[src/stcm_defines.vh]
// Constants for the service timer and clock monitor block
`ifndef STCM_DEFINES_VH
`define STCM_DEFINES_VH

// ****************************************
// Register byte offsets
// ****************************************
`define STCM_OFS_SERVICE   8'h00
`define STCM_OFS_STATUS    8'h04
`define STCM_OFS_MASK      8'h08
`define STCM_OFS_CONTROL   8'h0C
`define STCM_OFS_IDLE_CNT  8'h10

// ****************************************
// Service register fields
// ****************************************
`define STCM_SEL_HI        7
`define STCM_SEL_LO        6
`define STCM_KEY_HI        5
`define STCM_KEY_LO        1
`define STCM_CM_BIT        0
`define STCM_KEY_VALUE     5'h0C
`define STCM_SEL_RESET     2'h3
`define STCM_CM_RESET      1'b1

// ****************************************
// Status and mask bits
// ****************************************
`define STCM_ST_SVC_ERR    0
`define STCM_ST_CLK_ERR    1
`define STCM_ST_IDLE_PND   2
`define STCM_ST_WIDTH      3

// ****************************************
// Timing counts in instruction cycles
// ****************************************
`define STCM_LOWER_CYC     17'h00100
`define STCM_UPPER_BASE    17'h02000
`define STCM_STRETCH_CYC   5'h10
`define STCM_IDLE_TAP      12

`endif

[src/stcm_window_timer.v]
// Service window counter with lower and upper limit flags
`include "stcm_defines.vh"
`default_nettype none

module stcm_window_timer #(
  parameter CNT_W = 17
) (
  // Clock and reset
  input  wire             i_core_clk,
  input  wire             i_srst,
  // Control
  input  wire             i_restart,
  input  wire             i_run,
  input  wire [1:0]       i_sel,
  // Status
  output wire             o_early,
  output reg              o_expired
);

  // ****************************************
  // Upper limit decode
  // ****************************************
  function [CNT_W-1:0] stcm_upper;
    input [1:0] sel;
    begin
      stcm_upper = `STCM_UPPER_BASE << sel; // RL16
    end
  endfunction

  reg [CNT_W-1:0] count_ff;
  reg [CNT_W-1:0] nxt_count;

  // Frozen while not running, so a halted core keeps its place
  always @* begin
    nxt_count = count_ff;
    if (i_restart) begin
      nxt_count = {CNT_W{1'b0}};
    end else if (i_run && !o_expired) begin
      nxt_count = count_ff + {{(CNT_W-1){1'b0}}, 1'b1};
    end
  end

  // Counter and expiry flag
  always @(posedge i_core_clk) begin
    if (i_srst) begin
      count_ff  <= {CNT_W{1'b0}};
      o_expired <= 1'b0;
    end else begin
      count_ff  <= nxt_count;
      o_expired <= !i_restart && (nxt_count >= stcm_upper(i_sel) - {{(CNT_W-1){1'b0}}, 1'b1});
    end
  end

  assign o_early = (count_ff < `STCM_LOWER_CYC);

endmodule // stcm_window_timer

`default_nettype wire

[src/stcm_fault_stretch.v]
// Open-drain fault pin driver with low-level stretch
`include "stcm_defines.vh"
`default_nettype none

module stcm_fault_stretch #(
  parameter STR_W = 5
) (
  // Clock and reset
  input  wire             i_core_clk,
  input  wire             i_srst,
  // Fault causes
  input  wire             i_trig,
  input  wire             i_hold,
  // Pin sense
  input  wire             i_pin_in,
  // Pin drive
  output reg              o_drive,
  output reg              o_release
);

  localparam ST_IDLE    = 2'b00;
  localparam ST_PULL    = 2'b01;
  localparam ST_STRETCH = 2'b10;

  reg [1:0]       state_ff;
  reg [STR_W-1:0] cnt_ff;

  // Wait for the pin to really fall before timing the stretch
  always @(posedge i_core_clk) begin
    if (i_srst) begin
      state_ff  <= ST_IDLE;
      cnt_ff    <= {STR_W{1'b0}};
      o_drive   <= 1'b0;
      o_release <= 1'b0;
    end else begin
      o_release <= 1'b0;
      case (state_ff)
        ST_IDLE: begin
          if (i_trig || i_hold) begin
            state_ff <= ST_PULL;
            o_drive  <= 1'b1;
          end
        end
        ST_PULL: begin
          cnt_ff <= {STR_W{1'b0}};
          if (!i_pin_in && !i_hold) begin
            state_ff <= ST_STRETCH;
          end
        end
        ST_STRETCH: begin
          if (i_hold) begin
            state_ff <= ST_PULL; // Clock fault still present
          end else if (cnt_ff == `STCM_STRETCH_CYC - 5'h01) begin
            state_ff  <= ST_IDLE;
            o_drive   <= 1'b0;
            o_release <= 1'b1; // RL18
          end else begin
            cnt_ff <= cnt_ff + {{(STR_W-1){1'b0}}, 1'b1};
          end
        end
        default: begin
          state_ff <= ST_IDLE;
          o_drive  <= 1'b0;
        end
      endcase
    end
  end

endmodule // stcm_fault_stretch

`default_nettype wire

[src/stcm_top.v]
// Service timer with clock monitor, idle interval counter and APB registers
//
// What this block does
// RL1 - Both detectors stay inactive while reset is held.
// RL2 - After reset both are enabled and the longest window is selected.
// RL3 - Only the first service write sets window and clock monitor enable.
// RL4 - First service write errors unless the key field holds the fixed key.
// RL5 - Later service writes error if window, key or monitor bits differ.
// RL6 - Reads of the service register give zeros in the key field.
// RL7 - The service timer raises no errors in halt or idle mode.
// RL8 - Enabled clock monitor stays active; a stopped halt clock is an error.
// RL9 - R/C option with delay bit clear resumes the window count after halt.
// RL10 - Otherwise halt exit restarts the window; software waits 256 cycles.
// RL11 - Reset never clears or loads the idle interval counter.
// RL12 - Pending flag sets each 4096 cycles; software clears it.
// RL13 - Idle exit is an automatic valid service restarting the window.
// RL14 - First service after reset is never too early.
// RL15 - A service under 256 cycles after window start is an error.
// RL16 - Bits 7:6 select an 8k, 16k, 32k or 64k cycle upper limit.
// RL17 - Bits 5:1 are the key 01100, bit 0 enables the clock monitor.
// RL18 - Fault pin held low 16 cycles past its fall, then released.
// RL19 - Reads return latched window select and monitor enable bits.
//
// Notes for users
// Window limits count core clocks; halt and idle freeze the count.
// The upper limit counts from the last restart of the window.
// A service write while the fault pin is pulled low is ignored.
// A rejected first service latches nothing; the next write is still first.
// The clock monitor treats halt as a stopped clock.
// The idle interval counter starts at zero at power-up and is never reset.
// Unmapped offsets answer with an error response and zero data.
// Only the low byte of a service write is looked at.
//
// The APB interface to the registers and the register addresses are this design's own decisions.
`include "stcm_defines.vh"
`default_nettype none

module stcm_top #(
  parameter IDLE_W = 16
) (
  // Clock and reset
  input  wire        i_core_clk,
  input  wire        i_srst,
  // APB slave
  input  wire        i_psel,
  input  wire        i_penable,
  input  wire        i_pwrite,
  input  wire [7:0]  i_paddr,
  input  wire [31:0] i_pwdata,
  output reg         o_pready,
  output reg  [31:0] o_prdata,
  output reg         o_pslverr,
  // Core power modes and options
  input  wire        i_halt,
  input  wire        i_idle,
  input  wire        i_osc_rc,
  input  wire        i_clk_fail,
  // Fault output pin, open drain
  input  wire        i_fault_output_pin,
  output reg         o_fault_output_pin,
  output reg         o_fault_output_pin_oe,
  // Interrupt
  output reg         o_irq
);

  // ****************************************
  // Register state
  // ****************************************
  reg [1:0]              sel_ff;
  reg                    cm_en_ff;
  reg                    first_done_ff;
  reg                    clock_start_delay_bit_ff;
  reg [`STCM_ST_WIDTH-1:0] status_ff;
  reg [`STCM_ST_WIDTH-1:0] mask_ff;
  reg                    halt_d_ff;
  reg                    idle_d_ff;
  reg [IDLE_W-1:0]       idle_interval_counter = {IDLE_W{1'b0}};

  // ****************************************
  // Helper functions
  // ****************************************
  // Address match against one register offset
  function stcm_hit;
    input [7:0] addr;
    input [7:0] ofs;
    begin
      stcm_hit = (addr == ofs);
    end
  endfunction

  // Sticky update, a set in the same cycle as a clear wins
  function [`STCM_ST_WIDTH-1:0] stcm_sticky;
    input [`STCM_ST_WIDTH-1:0] cur;
    input [`STCM_ST_WIDTH-1:0] clr;
    input [`STCM_ST_WIDTH-1:0] evt;
    begin
      stcm_sticky = (cur & ~clr) | evt;
    end
  endfunction

  // ****************************************
  // Bus decode
  // ****************************************
  wire setup   = i_psel && !i_penable;
  wire access  = i_psel && i_penable && o_pready;
  wire wr_acc  = access && i_pwrite;
  // Full byte address compare, so aliases answer as unmapped
  wire hit_svc = stcm_hit(i_paddr, `STCM_OFS_SERVICE);
  wire hit_st  = stcm_hit(i_paddr, `STCM_OFS_STATUS);
  wire hit_msk = stcm_hit(i_paddr, `STCM_OFS_MASK);
  wire hit_ctl = stcm_hit(i_paddr, `STCM_OFS_CONTROL);
  wire hit_cnt = stcm_hit(i_paddr, `STCM_OFS_IDLE_CNT);
  wire mapped  = hit_svc || hit_st || hit_msk || hit_ctl || hit_cnt;

  // ****************************************
  // Service write checks
  // ****************************************
  wire [7:0] wbyte    = i_pwdata[7:0];
  wire       key_ok   = (wbyte[`STCM_KEY_HI:`STCM_KEY_LO] == `STCM_KEY_VALUE); // RL17
  wire       fields_ok = key_ok && (wbyte[`STCM_SEL_HI:`STCM_SEL_LO] == sel_ff)
                         && (wbyte[`STCM_CM_BIT] == cm_en_ff); // RL5
  wire       fault_act = o_fault_output_pin_oe;
  // Services are ignored while the fault pin is pulled low
  wire       svc_wr   = wr_acc && hit_svc && !fault_act;
  wire       low_pwr  = i_halt || i_idle;

  // Window timer interface
  wire       win_early;
  wire       win_expired;
  wire       fault_release;

  // Mode exits
  // Exit pulses last one cycle, the cycle after the level drops
  wire halt_exit = halt_d_ff && !i_halt;
  wire idle_exit = idle_d_ff && !i_idle;
  // Restart on halt exit unless the R/C oscillator resumes without delay
  wire halt_restart = halt_exit && (!i_osc_rc || clock_start_delay_bit_ff); // RL10

  // ****************************************
  // Service classification
  // ****************************************
  reg svc_ok;
  reg svc_err;
  // At most one of ok or error per service write
  always @* begin
    svc_ok  = 1'b0;
    svc_err = 1'b0;
    if (svc_wr) begin
      if (!first_done_ff) begin
        svc_ok  = key_ok;           // RL14
        svc_err = !key_ok;          // RL4
      end else if (!fields_ok) begin
        svc_err = 1'b1;             // RL5
      end else if (win_early) begin
        svc_err = 1'b1;             // RL15
      end else begin
        svc_ok  = 1'b1;
      end
    end
  end

  // Service timer detector gated by mode and fault release
  // The expiry flag lingers for the release cycle; masking it there stops a
  // second fault before the restarted window has cleared it
  wire svc_fault   = !low_pwr && !fault_release && (svc_err || win_expired); // RL7
  // Clock monitor ignores halt and idle gating on purpose
  wire clk_fault   = cm_en_ff && (i_clk_fail || i_halt); // RL8
  wire win_restart = svc_ok || idle_exit || halt_restart || fault_release; // RL13

  // ****************************************
  // Window timer
  // ****************************************
  // Counter runs only while the core is awake
  stcm_window_timer #(
    .CNT_W     (17)
  ) u_window (
    .i_core_clk (i_core_clk),
    .i_srst     (i_srst),
    .i_restart  (win_restart),
    .i_run      (!low_pwr),         // RL9
    .i_sel      (sel_ff),
    .o_early    (win_early),
    .o_expired  (win_expired)
  );

  // ****************************************
  // Fault pin stretch
  // ****************************************
  // Clock faults hold the pin low, service faults only trigger it
  wire fault_drive;
  stcm_fault_stretch #(
    .STR_W     (5)
  ) u_fault (
    .i_core_clk (i_core_clk),
    .i_srst     (i_srst),            // RL1
    .i_trig     (svc_fault),
    .i_hold     (clk_fault),
    .i_pin_in   (i_fault_output_pin),
    .o_drive    (fault_drive),
    .o_release  (fault_release)
  );

  // Pin drive registered: output low while enabled
  always @(posedge i_core_clk) begin
    if (i_srst) begin
      o_fault_output_pin    <= 1'b0;
      o_fault_output_pin_oe <= 1'b0;  // RL1
    end else begin
      o_fault_output_pin    <= 1'b0;
      o_fault_output_pin_oe <= fault_drive; // RL18
    end
  end

  // ****************************************
  // Service settings latch
  // ****************************************
  // First good key latches settings, later writes only compare them
  always @(posedge i_core_clk) begin
    if (i_srst) begin
      sel_ff        <= `STCM_SEL_RESET;  // RL2
      cm_en_ff      <= `STCM_CM_RESET;   // RL2
      first_done_ff <= 1'b0;
    end else if (svc_wr && !first_done_ff && key_ok) begin
      sel_ff        <= wbyte[`STCM_SEL_HI:`STCM_SEL_LO]; // RL3
      cm_en_ff      <= wbyte[`STCM_CM_BIT];              // RL3
      first_done_ff <= 1'b1;
    end
  end

  // ****************************************
  // Mode edge tracking and control bits
  // ****************************************
  // Previous mode levels; reset value is the awake level, so no false exit
  always @(posedge i_core_clk) begin
    if (i_srst) begin
      halt_d_ff <= 1'b0;
      idle_d_ff <= 1'b0;
    end else begin
      halt_d_ff <= i_halt;
      idle_d_ff <= i_idle;
    end
  end

  // Control register, delay bit only matters with the R/C option
  always @(posedge i_core_clk) begin
    if (i_srst) begin
      clock_start_delay_bit_ff <= 1'b0;
    end else if (wr_acc && hit_ctl) begin
      clock_start_delay_bit_ff <= i_pwdata[0];
    end
  end

  // ****************************************
  // Idle interval counter
  // ****************************************
  // Free-running increment
  reg [IDLE_W-1:0] nxt_idle_count;
  always @* begin
    nxt_idle_count = idle_interval_counter + {{(IDLE_W-1){1'b0}}, 1'b1};
  end

  // No reset on purpose, the interval keeps running across resets
  always @(posedge i_core_clk) begin
    idle_interval_counter <= nxt_idle_count; // RL11
  end

  // Next increment toggles the tap bit
  wire idle_tick = &idle_interval_counter[`STCM_IDLE_TAP-1:0]; // RL12

  // ****************************************
  // Sticky status, set wins over clear
  // ****************************************
  wire [`STCM_ST_WIDTH-1:0] st_set = {idle_tick, clk_fault, svc_fault};
  wire [`STCM_ST_WIDTH-1:0] st_clr = (wr_acc && hit_st) ? i_pwdata[`STCM_ST_WIDTH-1:0]
                                                          : {`STCM_ST_WIDTH{1'b0}};
  wire [`STCM_ST_WIDTH-1:0] nxt_status = stcm_sticky(status_ff, st_clr, st_set);

  // Status register
  always @(posedge i_core_clk) begin
    if (i_srst) begin
      status_ff <= {`STCM_ST_WIDTH{1'b0}};
    end else begin
      status_ff <= nxt_status; // RL12
    end
  end

  // Mask register, same layout as status
  always @(posedge i_core_clk) begin
    if (i_srst) begin
      mask_ff <= {`STCM_ST_WIDTH{1'b0}};
    end else if (wr_acc && hit_msk) begin
      mask_ff <= i_pwdata[`STCM_ST_WIDTH-1:0];
    end
  end

  // Level interrupt from the next status, so it rises with the flag
  always @(posedge i_core_clk) begin
    if (i_srst) begin
      o_irq <= 1'b0;
    end else begin
      o_irq <= |(nxt_status & mask_ff);
    end
  end

  // ****************************************
  // Read mux
  // ****************************************
  // Key positions forced to zero so the key never leaks
  reg [31:0] rdata;
  always @* begin
    rdata = 32'h00000000;
    if (hit_svc) begin
      rdata[`STCM_SEL_HI:`STCM_SEL_LO] = sel_ff;   // RL19
      rdata[`STCM_KEY_HI:`STCM_KEY_LO] = 5'h00;    // RL6
      rdata[`STCM_CM_BIT]              = cm_en_ff; // RL19
    end else if (hit_st) begin
      rdata[`STCM_ST_WIDTH-1:0] = status_ff;
    end else if (hit_msk) begin
      rdata[`STCM_ST_WIDTH-1:0] = mask_ff;
    end else if (hit_ctl) begin
      rdata[0] = clock_start_delay_bit_ff;
    end else if (hit_cnt) begin
      rdata[IDLE_W-1:0] = idle_interval_counter;
    end
  end

  // ****************************************
  // APB response, one wait-free access phase
  // ****************************************
  // Read data captured at setup and standing through the access phase
  // Writes land at the access edge, so back to back transfers are safe
  always @(posedge i_core_clk) begin
    if (i_srst) begin
      o_pready  <= 1'b0;
      o_prdata  <= 32'h00000000;
      o_pslverr <= 1'b0;
    end else if (setup) begin
      o_pready  <= 1'b1;
      o_prdata  <= i_pwrite ? 32'h00000000 : rdata;
      o_pslverr <= !mapped;
    end else begin
      o_pready  <= 1'b0;
      o_pslverr <= 1'b0;
    end
  end

endmodule // stcm_top

`default_nettype wire

[config.mk]
export PLATFORM = sky130hd
export DESIGN_NAME = stcm_top
export DESIGN_NICKNAME = d
export VERILOG_FILES = /design/src/stcm_window_timer.v /design/src/stcm_fault_stretch.v /design/src/stcm_top.v
export VERILOG_INCLUDE_DIRS = /design/src /design/src/src
export SDC_FILE = /design/constraint.sdc
export NUM_CORES = 1
export LEC_CHECK = 0
export BUFFER_PORTS_ARGS = -buffer_cell sky130_fd_sc_hd__buf_2
export CAP_MARGIN = 10
export CELL_PAD_IN_SITES_DETAIL_PLACEMENT = 1
export CELL_PAD_IN_SITES_GLOBAL_PLACEMENT = 2
export CORE_MARGIN = 5
export CORE_UTILIZATION = 32
export DETAILED_ROUTE_END_ITERATION = 8
export MAX_ROUTING_LAYER = met4
export PLACE_DENSITY = 0.83
export SLEW_MARGIN = 20
export SYNTH_ARGS = -nofsm -noshare
export SYNTH_HDL_FRONTEND = slang
export SYNTH_HIERARCHICAL = 1
export SYNTH_SLANG_ARGS = --single-unit
[constraint.sdc]
create_clock -name i_core_clk -period 3.9 [get_ports i_core_clk]
set_clock_uncertainty 0.15 [all_clocks]
set_input_delay 0.78 -clock i_core_clk [delete_from_list [all_inputs] [get_ports i_core_clk]]
set_output_delay 0.78 -clock i_core_clk [all_outputs]
set_load 0.005 [all_outputs]
## Word level (Yosys, flattened, before mapping)

Cells that the tools add are included.

| operators by class | value |
|---|---|
| reduce and logical (&&, ||, !) cells | 58 |
| equal/unequal tests | 16 |
| mux-type cells | 35 |
| order comparisons | 2 |
| bitwise logic cells | 7 |
| shifts and indexed selects | 1 |
| $add $sub $neg | 4 |

Operator list:

| kind | number |
|---|---|
| 2-to-1 mux 17 bit | 2 |
| 2-to-1 mux 16 bit | 2 |
| 2-to-1 mux 13 bit | 2 |
| logical AND 1 bit | 22 |
| adder 17 x 1 -> 17 bit (second input constant) | 1 |
| greater-or-equal comparator 17 bit | 1 |
| less-than comparator 17 x 9 -> 1 bit (second input constant) | 1 |
| left shift 14 x 2 -> 17 bit (first input constant) | 1 |
| subtractor 17 x 1 -> 17 bit (second input constant) | 1 |
| adder 16 x 1 -> 16 bit (second input constant) | 1 |
| equality test 8 x 4 -> 1 bit (second input constant) | 2 |
| 2-to-1 mux 8 bit | 2 |
| 2-to-1 mux 15 bit | 1 |
| logical NOT 1 bit | 14 |
| 2-to-1 mux 1 bit | 14 |
| logical OR 1 bit | 12 |
| AND reduction 12 bit | 1 |
| equality test 5 x 4 -> 1 bit (second input constant) | 2 |
| 2-to-1 mux 5 bit | 2 |
| case mux 5 bit (2 select lines) | 1 |
| 2-to-1 mux 3 bit | 3 |
| equality test 8 x 3 -> 1 bit (second input constant) | 1 |
| equality test 8 x 5 -> 1 bit (second input constant) | 1 |
| logical NOT 8 bit | 1 |
| other kinds (21) | 32 |

| word-level totals | value |
|---|---|
| register bits after elaboration | 92 |
| word-level logic and storage cells | 143 |
| output and inout bits | 37 |
| input port bits | 50 |

## Logic depth before layout (Yosys ltp)

Gate-level depths: netlist (run 1).

| logic depth | value |
|---|---|
| word-level depth | 12 |
| depth in mapped cells | 13 |

## Cells and area by module

The synthesis (run 1) kept the hierarchy.

Modules (own cells, without submodules):

| module | times used | area each (sq um) | sequential area each (sq um) | cells each |
|---|---|---|---|---|
| stcm_top | 1 | 2,179.6 | 980.9 | 237 |
| stcm_window_timer | 1 | 1,057.3 | 360.3 | 130 |
| stcm_fault_stretch | 1 | 516.7 | 180.2 | 58 |

## Least setup slack after synthesis (run 1)

No wires, ideal clock.

| timing path | value |
|---|---|
| path type | input to register |
| start point | input port i_paddr[7] |
| end point | register u_window.o_expired |
| path slack | 284 ps |
| buffers on the path | 0 |
| arrival | 3,381 ps |
| cell stages on the path | 11 |
| data required time | 3,666 ps |
| cell sequence | or4_4 -> nor2_1 -> nand4_1 -> nand2b_1 -> nand3_1 -> nor2_1 -> ha_1 -> nand4b_1 -> or4_1 -> or4_1 -> o31ai_2 |

| on the way | value |
|---|---|
| longest elaborated chain between the ends | 10 |

RTL lines:

| item | RTL line | text |
|---|---|---|
| start: declaration | stcm_top.v:48 | `input wire [7:0] i_paddr,` |
| logical NOT 8 bit | stcm_top.v:87 | `stcm_hit = (addr == ofs);` |
| logical AND 1 bit (2 in series) | stcm_top.v:124 | `wire svc_wr = wr_acc && hit_svc && !fault_act;` |
| 2-to-1 mux 1 bit | stcm_top.v:148 | `if (svc_wr) begin` |
| logical OR 1 bit (3 in series) | stcm_top.v:168 | `wire win_restart = svc_ok \|\| idle_exit \|\| halt_restart \|\| fault_release;` |
| named net win_restart | stcm_top.v:168 |  |
| 2-to-1 mux 17 bit | stcm_window_timer.v:36 | `if (i_restart) begin` |
| named net u_window.nxt_count[15] | stcm_window_timer.v:31 | `reg [CNT_W-1:0] nxt_count;` |
| greater-or-equal comparator 17 bit | stcm_window_timer.v:50 | `o_expired <= !i_restart && (nxt_count >= stcm_upper(i_sel) - {{(CNT_W-1){1'b0}}, 1'b1});` |
| logical AND 1 bit | stcm_window_timer.v:50 |  |
| end signal: assignment | stcm_window_timer.v:50 |  |
| end: declaration | stcm_window_timer.v:17 | `output reg o_expired` |

The timed path passes the listed nets, and every way through them passes these cells.
A chain may end at the register's enable or synchronous reset.

## Worst setup path after layout (run 1)

Ends and elaborated chain as after synthesis.

==> results.txt, run 1 <==
----------------------------------------------------
[Power]
  Comb power frac ... 5.4%
  Design Power ... 1.68 mW
  Internal cell power ... about 1.3 mW
  Net Sw Power ... 421 uW
  Proportion of total power due to net switching ... between 20% and 30%
  Ratio of total power to cell area ... 384 mW/mm^2
  Clock share of power ... 47.5%
  Standby leakage power ... approximately 1.8 nW
  VDD IR max ... 0.185 mV
  Fraction of power consumed by sequential logic ... 47.1%

[Cells and area]
  Nets ... between 500 and 600
  Area growth, synth to finish ... 16.4%
  Filler Cells Inserted ... between 1,000 and 1,500
  Total area of sequential cells ... roughly 0.0015 mm^2
  Fraction of final layout cells with drive strength greater than 1 ... around 18%
  Finished layout cell area ... 0.00437 mm^2
  Diodes inserted ... 0
  Most frequent standard cell in the layout excluding fill and tap cells ... dfxtp_1
  Most frequent cells in the layout ... 76 x dfxtp_1, 57 x nor2_1, 45 x buf_2
  Combined area of the multi-input logic cells ... between 0.002 and 0.0025 mm^2

[STA]
  Unrepaired setup endpoints after global routing ... no
  Fin Setup TNS ... 0 ns
  Final setup violation count ... 0
  Min Hold Slack ... 0.303 ns
  Max-slew violation count ... 0
  Number of endpoints with negative hold slack in the final report ... 0
  Min Clock Period, post-route ... around 3.6 ns
  Actual slew at the worst max-slew pin ... between 0.6 and 0.7 ns
  Slew Limit Headroom ... a little over half
  Final period util ... 92.2%
  Fmax ... approximately 280 MHz

[Floorplanning]
  Initial Utilization ... between 30% and 40%
  Floorplan die area ... between 0.01 and 0.015 mm^2
  Row count ... 39
  I/O pin count ... 87
  Die width ... 118 um
  Height of the die ... about 120 um
  Floorplan Core Area ... approximately 0.011 mm^2

[Synthesis]
  Dominant register cell in the synthesized netlist ... dfxtp_1
  Sequential share of the synthesized area ... around two fifths
  Post-synthesis area per instance ... slightly below 9 um^2
  Cell area after synthesis ... 0.00375 mm^2
  EDFF count, synth ... 0
  Number of flip-flops and latches in the synthesized netlist ... 76
  Number of warning messages in the yosys log ... 6
  Gate count after technology mapping ... 425
  Count of different cell masters after synthesis ... 64
  Async set-reset flop share out of synthesis ... 0%

[Global routing]
  Via count of the first global-routing pass ... approximately 3,300
  Global-route wire length before repair ... 16.3 mm
  Pin count of the biggest net entering global routing ... 38
  Gr ovfl total ... 0
  Total global routing track utilization ... 14.5%
  Number of antenna violations at the first check in global routing ... 0

[Clock network]
  Number of clock buffers inserted by TritonCTS ... 9
  Clock sink count ... 76
  Root buffer cell ... clkbuf_16
  Clock Path Buffers ... 2
  CTS tree ... built
  CTS H-tree lvls ... 3
  CTS hold repair buffers ... 0
  Post-CTS setup buffer count ... 0
  Post-CTS sizing ... 0
  Clock-pin slew on the worst setup and hold paths ... 0.06 ns
  Source-to-sink clock delay at the later pin of the worst-skew pair ... approximately 0.33 ns

[Worst setup path]
  Startpoint of the most critical register-to-register path ... u_window/count_ff[0]$_SDFF_PP0_
  Data arrival time of the critical path ... about 3.7 ns
  CP Capture Type ... register
  Crit path max fanout ... 6
  Worst-case reg-to-reg path depth ... 11
  Register-to-register setup slack ... between 0.4 and 0.5 ns
  Worst R2R End ... u_window/o_expired$_SDFF_PP0_
  Type of the worst setup path ... input pin to register
  Required time worst endpoint ... 4.01 ns
  Nature of the critical path startpoint ... input pin

[Detailed routing]
  Total via count in the routed design ... 3,132
  Wirelength, routed ... 9.74 mm
  Number of detailed-route iterations in the first pass ... 5
  Number of vias per cell ... just over 5
  Post-DRT Antenna Nets ... 0
  Number of design rule violations left after detail routing ... 0
  Detailed Route Iter0 Violations ... 140
  Routed wirelength normalized by instance count ... 15.7 um

[Run]
  Total of max-cap violations ... 0

[Status]
  Result of the run ... finished clean

[Placement]
  Cell Area, Placed ... just over 0.004 mm^2
  Number of I/O port buffers ... 45
  Placer's final routability congestion estimate ... 0.834
  Post-DP HPWL ... 7.32 mm

[Min path]
  Worst hold path depth ... 2
  Capture endpoint of the worst hold path ... o_prdata[6]$_SDFFE_PP0P_
  Class of the tightest hold or removal check ... register to register
  Start point of the worst min-delay path ... o_prdata[6]$_SDFFE_PP0P_

----------------------------------------------------
[power by group through the flow]
stage	logic (mW)	registers, mW	clock network (mW)
floorplan	0.0673	0.804	0
global placement	0.0882	0.807	0
detailed placement	0.0914	0.808	0
CTS	0.0921	0.790	0.825
global route	0.103	0.791	0.856
finish	0.0911	0.790	0.798
[kinds of logic (layout without fill, tap and decap cells)]
group	after synthesis	after routing	synth area share, %
and+or+nand+nor	179	179	25.5
adders and majority gates	8	8	2.67
xor gates and xnor gates	33	33	7.70
DFF	76	76	40.5
muxes	13	13	3.67
AOI/OAI and AO/OA	65	65	12.3
other	2	18	0.200
buffers and inverters	49	87	7.40
[worst max-delay path by stage]
stage | start | end | cells after the start
CTS | i_paddr[7] | u_window/o_expired$_SDFF_PP0_ | 12
detailed placement | i_paddr[7] | u_window/o_expired$_SDFF_PP0_ | 12
finish | i_paddr[7] | u_window/o_expired$_SDFF_PP0_ | 12
global route | i_paddr[7] | u_window/o_expired$_SDFF_PP0_ | 12
global placement | i_paddr[7] | u_window/o_expired$_SDFF_PP0_ | 12
floorplan | i_paddr[7] | u_window/o_expired$_SDFF_PP0_ | 11
[area by class of cell]
class | instances | share of cell area [%]
multi-input combinational | 316 | 46.1
sequential | 76 | 34.8
timing repair buffer | 58 | 7.39
clock buffer | 9 | 5.15
tap | 143 | 4.09
clock inverter | 7 | 1.35
inverter | 13 | 1.12
[per-stage QoR]
step,instances,util (%),setup WS (ns)
2_1_floorplan,441,-,0.284
3_3_place_gp,606,35.6,-0.00434
3_5_place_dp,606,35.6,-0.0253
4_1_cts,622,38.1,0.323
5_1_grt,622,38.1,0.181
6_report,622,38.1,0.305
[synthesized netlist by cell type, types with 2 or more instances]
cell type / count / area, um^2
clkbuf_1: 9 / 33.8
and4_1: 5 / 43.8
and4b_1: 3 / 30.0
and2b_1: 2 / 15.0
nor2_1: 57 / 214
buf_4: 17 / 128
a41oi_1: 2 / 17.5
nand2_1: 24 / 90.1
and3_1: 6 / 37.5
nor2b_1: 9 / 56.3
dfxtp_1: 76 / 1520
o31ai_1: 2 / 15.0
nand3b_1: 3 / 22.5
a21boi_0: 2 / 15.0
inv_1: 13 / 48.8
conb_1: 2 / 7.51
nor4_1: 7 / 43.8
o21ai_0: 4 / 20.0
o41ai_1: 2 / 17.5
nand4_1: 8 / 50.1
a22oi_1: 14 / 105
o21a_1: 3 / 22.5
ha_1: 8 / 100
nand2b_1: 7 / 43.8
nand3_1: 16 / 80.1
or4_1: 2 / 15.0
o311ai_0: 2 / 17.5
xor2_1: 16 / 140
a31oi_1: 4 / 25.0
nor4b_1: 2 / 17.5
mux2i_1: 10 / 100
a21o_1: 3 / 22.5
a21oi_1: 15 / 75.1
buf_6: 3 / 33.8
or3_1: 4 / 25.0
or2_1: 2 / 12.5
nand4b_1: 2 / 17.5
o32ai_1: 3 / 26.3
buf_2: 6 / 30.0
xnor2_1: 17 / 149
nor3_1: 10 / 50.1
[registers in the layout, summed over array words and instances (netlist names)]
name                      count
u_fault/o_drive               1
sel_ff                        2
mask_ff                       3
o_fault_output_pin_oe         1
u_fault/state_ff              2
status_ff                     3
o_pslverr                     1
o_pready                      1
o_prdata                     16
idle_d_ff                     1
clock_start_delay_bit_ff      1
u_fault/o_release             1
idle_interval_counter        16
u_fault/cnt_ff                5
u_window/count_ff            17
o_irq                         1
halt_d_ff                     1
first_done_ff                 1
cm_en_ff                      1
u_window/o_expired            1
[metal layers]
metal | GRT usage (%) | share of wire [%]
met4 | 4.30 | 1.3
met3 | 3.25 | 3.5
met1 | 18.0 | 46
met5 | - | 0
met2 | 23.7 | 49
[critical path, stage by stage]
cell and delay (ns):
buf_2 0.10, or4_4 0.54, nor2_1 0.18, nand4_1 0.13, nand2b_1 0.17, nand3_1 0.19
nor2_1 0.08, ha_1 0.30, nand4b_1 0.09, or4_1 0.48, or4_1 0.49, o31ai_2 0.17
(Power assumes the default switching activity.)
==> run 2: changes to the inputs <==
--- a/config.mk
+++ b/config.mk
@@ -8,7 +8,7 @@
 export LEC_CHECK = 0
 export BUFFER_PORTS_ARGS = -buffer_cell sky130_fd_sc_hd__buf_2
 export CAP_MARGIN = 10
-export CELL_PAD_IN_SITES_DETAIL_PLACEMENT = 1
+export CELL_PAD_IN_SITES_DETAIL_PLACEMENT = 2
 export CELL_PAD_IN_SITES_GLOBAL_PLACEMENT = 2
 export CORE_MARGIN = 5
 export CORE_UTILIZATION = 32
==> constraint.sdc (replaced) <==
create_clock -name i_core_clk -period 3.4 [get_ports i_core_clk]
set_clock_uncertainty 0.15 [all_clocks]
set_input_delay 0.68 -clock i_core_clk [delete_from_list [all_inputs] [get_ports i_core_clk]]
set_output_delay 0.68 -clock i_core_clk [all_outputs]
set_load 0.005 [all_outputs]
==> results.txt, run 2 (synthesis gave the netlist of run 1 again) <==
----------------------------------------------------
[STA]
  PnR worst setup slack ... 0.0941 ns
  Slew Limit Headroom ... about half
  Max-slew violation count ... 0
  Min Clock Period, post-route ... about 3.3 ns
  Fin Setup TNS ... 0 ns
  Final setup violation count ... 0
  Actual slew at the worst max-slew pin ... approximately 0.76 ns
  Unrepaired setup endpoints after global routing ... yes
  Final period util ... between 90 and 100%
  Number of endpoints with negative hold slack in the final report ... 0
  Fmax ... between 300 and 400 MHz

[Floorplanning]
  Height of the die ... 118 um
  I/O pin count ... between 80 and 90
  Initial Utilization ... 32.7%
  Row count ... 39
  Die width ... around 120 um
  Floorplan die area ... 0.0140 mm^2
  Floorplan Core Area ... around 0.011 mm^2

[Cells and area]
  Most frequent cells in the layout ... 76 x dfxtp_1, 54 x nor2_1, 44 x buf_2
  Register with the highest flop count ... u_window/count_ff
  Nets ... 550
  Total area of sequential cells ... 0.00152 mm^2
  Fraction of final layout cells with drive strength greater than 1 ... 22.1%
  Largest registers ... u_window/count_ff (17), idle_interval_counter (16), o_prdata (16)
  Finished layout cell area ... 0.00461 mm^2
  Flip-flop count of the largest register, all copies and words added ... 17
  Combined area of the multi-input logic cells ... between 0.002 and 0.0025 mm^2
  Most frequent standard cell in the layout excluding fill and tap cells ... dfxtp_1
  Filler Cells Inserted ... approximately 1,300
  Final core area utilization ... a little over 40%
  Area growth, synth to finish ... 22.9%

[Worst setup path]
  Cell class contributing the biggest share of worst-path delay ... simple AND/OR/NAND/NOR gates
  CP Capture Type ... register
  Data arrival time of the critical path ... around 3.4 ns
  Required time worst endpoint ... between 3 and 4 ns
  Type of the worst setup path ... input pin to register
  Crit path max fanout ... 6
  Nature of the critical path startpoint ... input pin
  Cell mode on critical path ... or4_1
  Cell with the largest stage delay on the worst path ... or4_4
  Peak per-stage delay on the critical path ... about 0.55 ns
  Critical path cell sequence ... buf_2 > or4_4 > nor2_4 > nand4_1 > nand2b_4 > nand3_4 > nor2_2 > ha_1 > nand4b_1 > or4_1 > or4_1 > o31ai_2
  Worst Path Buf+Inv ... 1

[Clock network]
  CTS H-tree lvls ... 3
  Post-CTS setup buffer count ... 0
  Clock-pin slew on the worst setup and hold paths ... 0.06 ns
  Clock sink count ... between 70 and 80
  CTS tree ... built
  Root buffer cell ... clkbuf_16
  Source-to-sink clock delay at the later pin of the worst-skew pair ... 0.35 ns
  Clock Path Buffers ... 2
  Number of clock buffers inserted by TritonCTS ... 9
  CTS hold repair buffers ... 0
  Post-CTS sizing ... 0

[Global routing]
  Number of antenna violations at the first check in global routing ... 1
  Total global routing track utilization ... between 10% and 20%
  Pin count of the biggest net entering global routing ... 38
  Global-route wire length before repair ... between 20 and 25 mm
  Gr ovfl total ... 0
  Via count of the first global-routing pass ... 3,774

[Detailed routing]
  Detailed Route Iter0 Violations ... 133
  Wirelength, routed ... between 10 and 15 mm
  Routed wirelength normalized by instance count ... 19.2 um
  Number of vias per cell ... between 5 and 6
  Post-DRT Antenna Nets ... 0
  Total via count in the routed design ... roughly 3,300
  Number of detailed-route iterations in the first pass ... 4
  Number of design rule violations left after detail routing ... 0

[Power]
  VDD IR max ... between 0.3 and 0.4 mV
  Standby leakage power ... between 1.5 and 2 nW
  Design Power ... between 2 and 2.5 mW
  Ratio of total power to cell area ... ~450 mW/mm^2

[Placement]
  Placer's final routability congestion estimate ... roughly 0.85
  Number of I/O port buffers ... between 40 and 50
  Post-DP HPWL ... between 8 and 9 mm
  Setup Slack @ Placement ... -0.307 ns
  Cell Area, Placed ... 0.00425 mm^2

[Min path]
  Class of the tightest hold or removal check ... register to register

[Status]
  Result of the run ... finished clean

[Run]
  Total of max-cap violations ... 0

----------------------------------------------------
-- run 2: cell types whose count changed in the layout (fill, tap and decap cells not counted), moves of 2 or more --
cell and change:
bufinv_16 +2, nor3_1 -2, buf_4 +19, nor2_4 +2, nor3_2 +2, nor2_1 -3
-- run 2: worst paths after layout --
kind,startpoint,end,slack [ns],depth (start not counted)
min,idle_interval_counter[15]$_DFF_P_,idle_interval_counter[15]$_DFF_P_,0.31,1
max reg2reg,u_window/count_ff[7]$_SDFF_PP0_,u_window/o_expired$_SDFF_PP0_,0.19,10
min reg2reg,idle_interval_counter[15]$_DFF_P_,idle_interval_counter[15]$_DFF_P_,0.31,1
max,i_paddr[0],u_window/o_expired$_SDFF_PP0_,0.09,12
-- run 2: metal layers --
layer  vias up  track usage (%)  wire length [um]
met2        61             31.8              6430
met1      1646             21.1              5270
met3        19             4.06               361
met5         -                -                 0
met4         0             6.74               276
li1       1595                -                 -
-- run 2: final cells by class --
cell class	instances	area share (%)
Clock inverter	6	2.09
Clock buffer	10	4.96
Multi-Input combinational cell	316	45.0
Tap cell	143	3.88
Sequential cell	76	33.0
Antenna cell	1	0.0542
Timing Repair Buffer	76	9.98
Inverter	13	1.06
-- run 2: report_power, final --
group | leakage, nW | switching [mW] | internal [mW] | total (mW)
clock | 0.155 | 0.409 | 0.652 | 1.06
sequential | 0.614 | 0.00864 | 0.898 | 0.906
combinational | 1.11 | 0.0740 | 0.0460 | 0.120
-- run 2: per-stage QoR --
| step | hold WS [ns] | instances |
|---|---|---|
| 2_1_floorplan | 0.252 | 441 |
| 3_3_place_gp | 0.294 | 624 |
| 3_5_place_dp | 0.300 | 624 |
| 4_1_cts | 0.322 | 640 |
| 5_1_grt | 0.337 | 641 |
| 6_report | 0.315 | 641 |
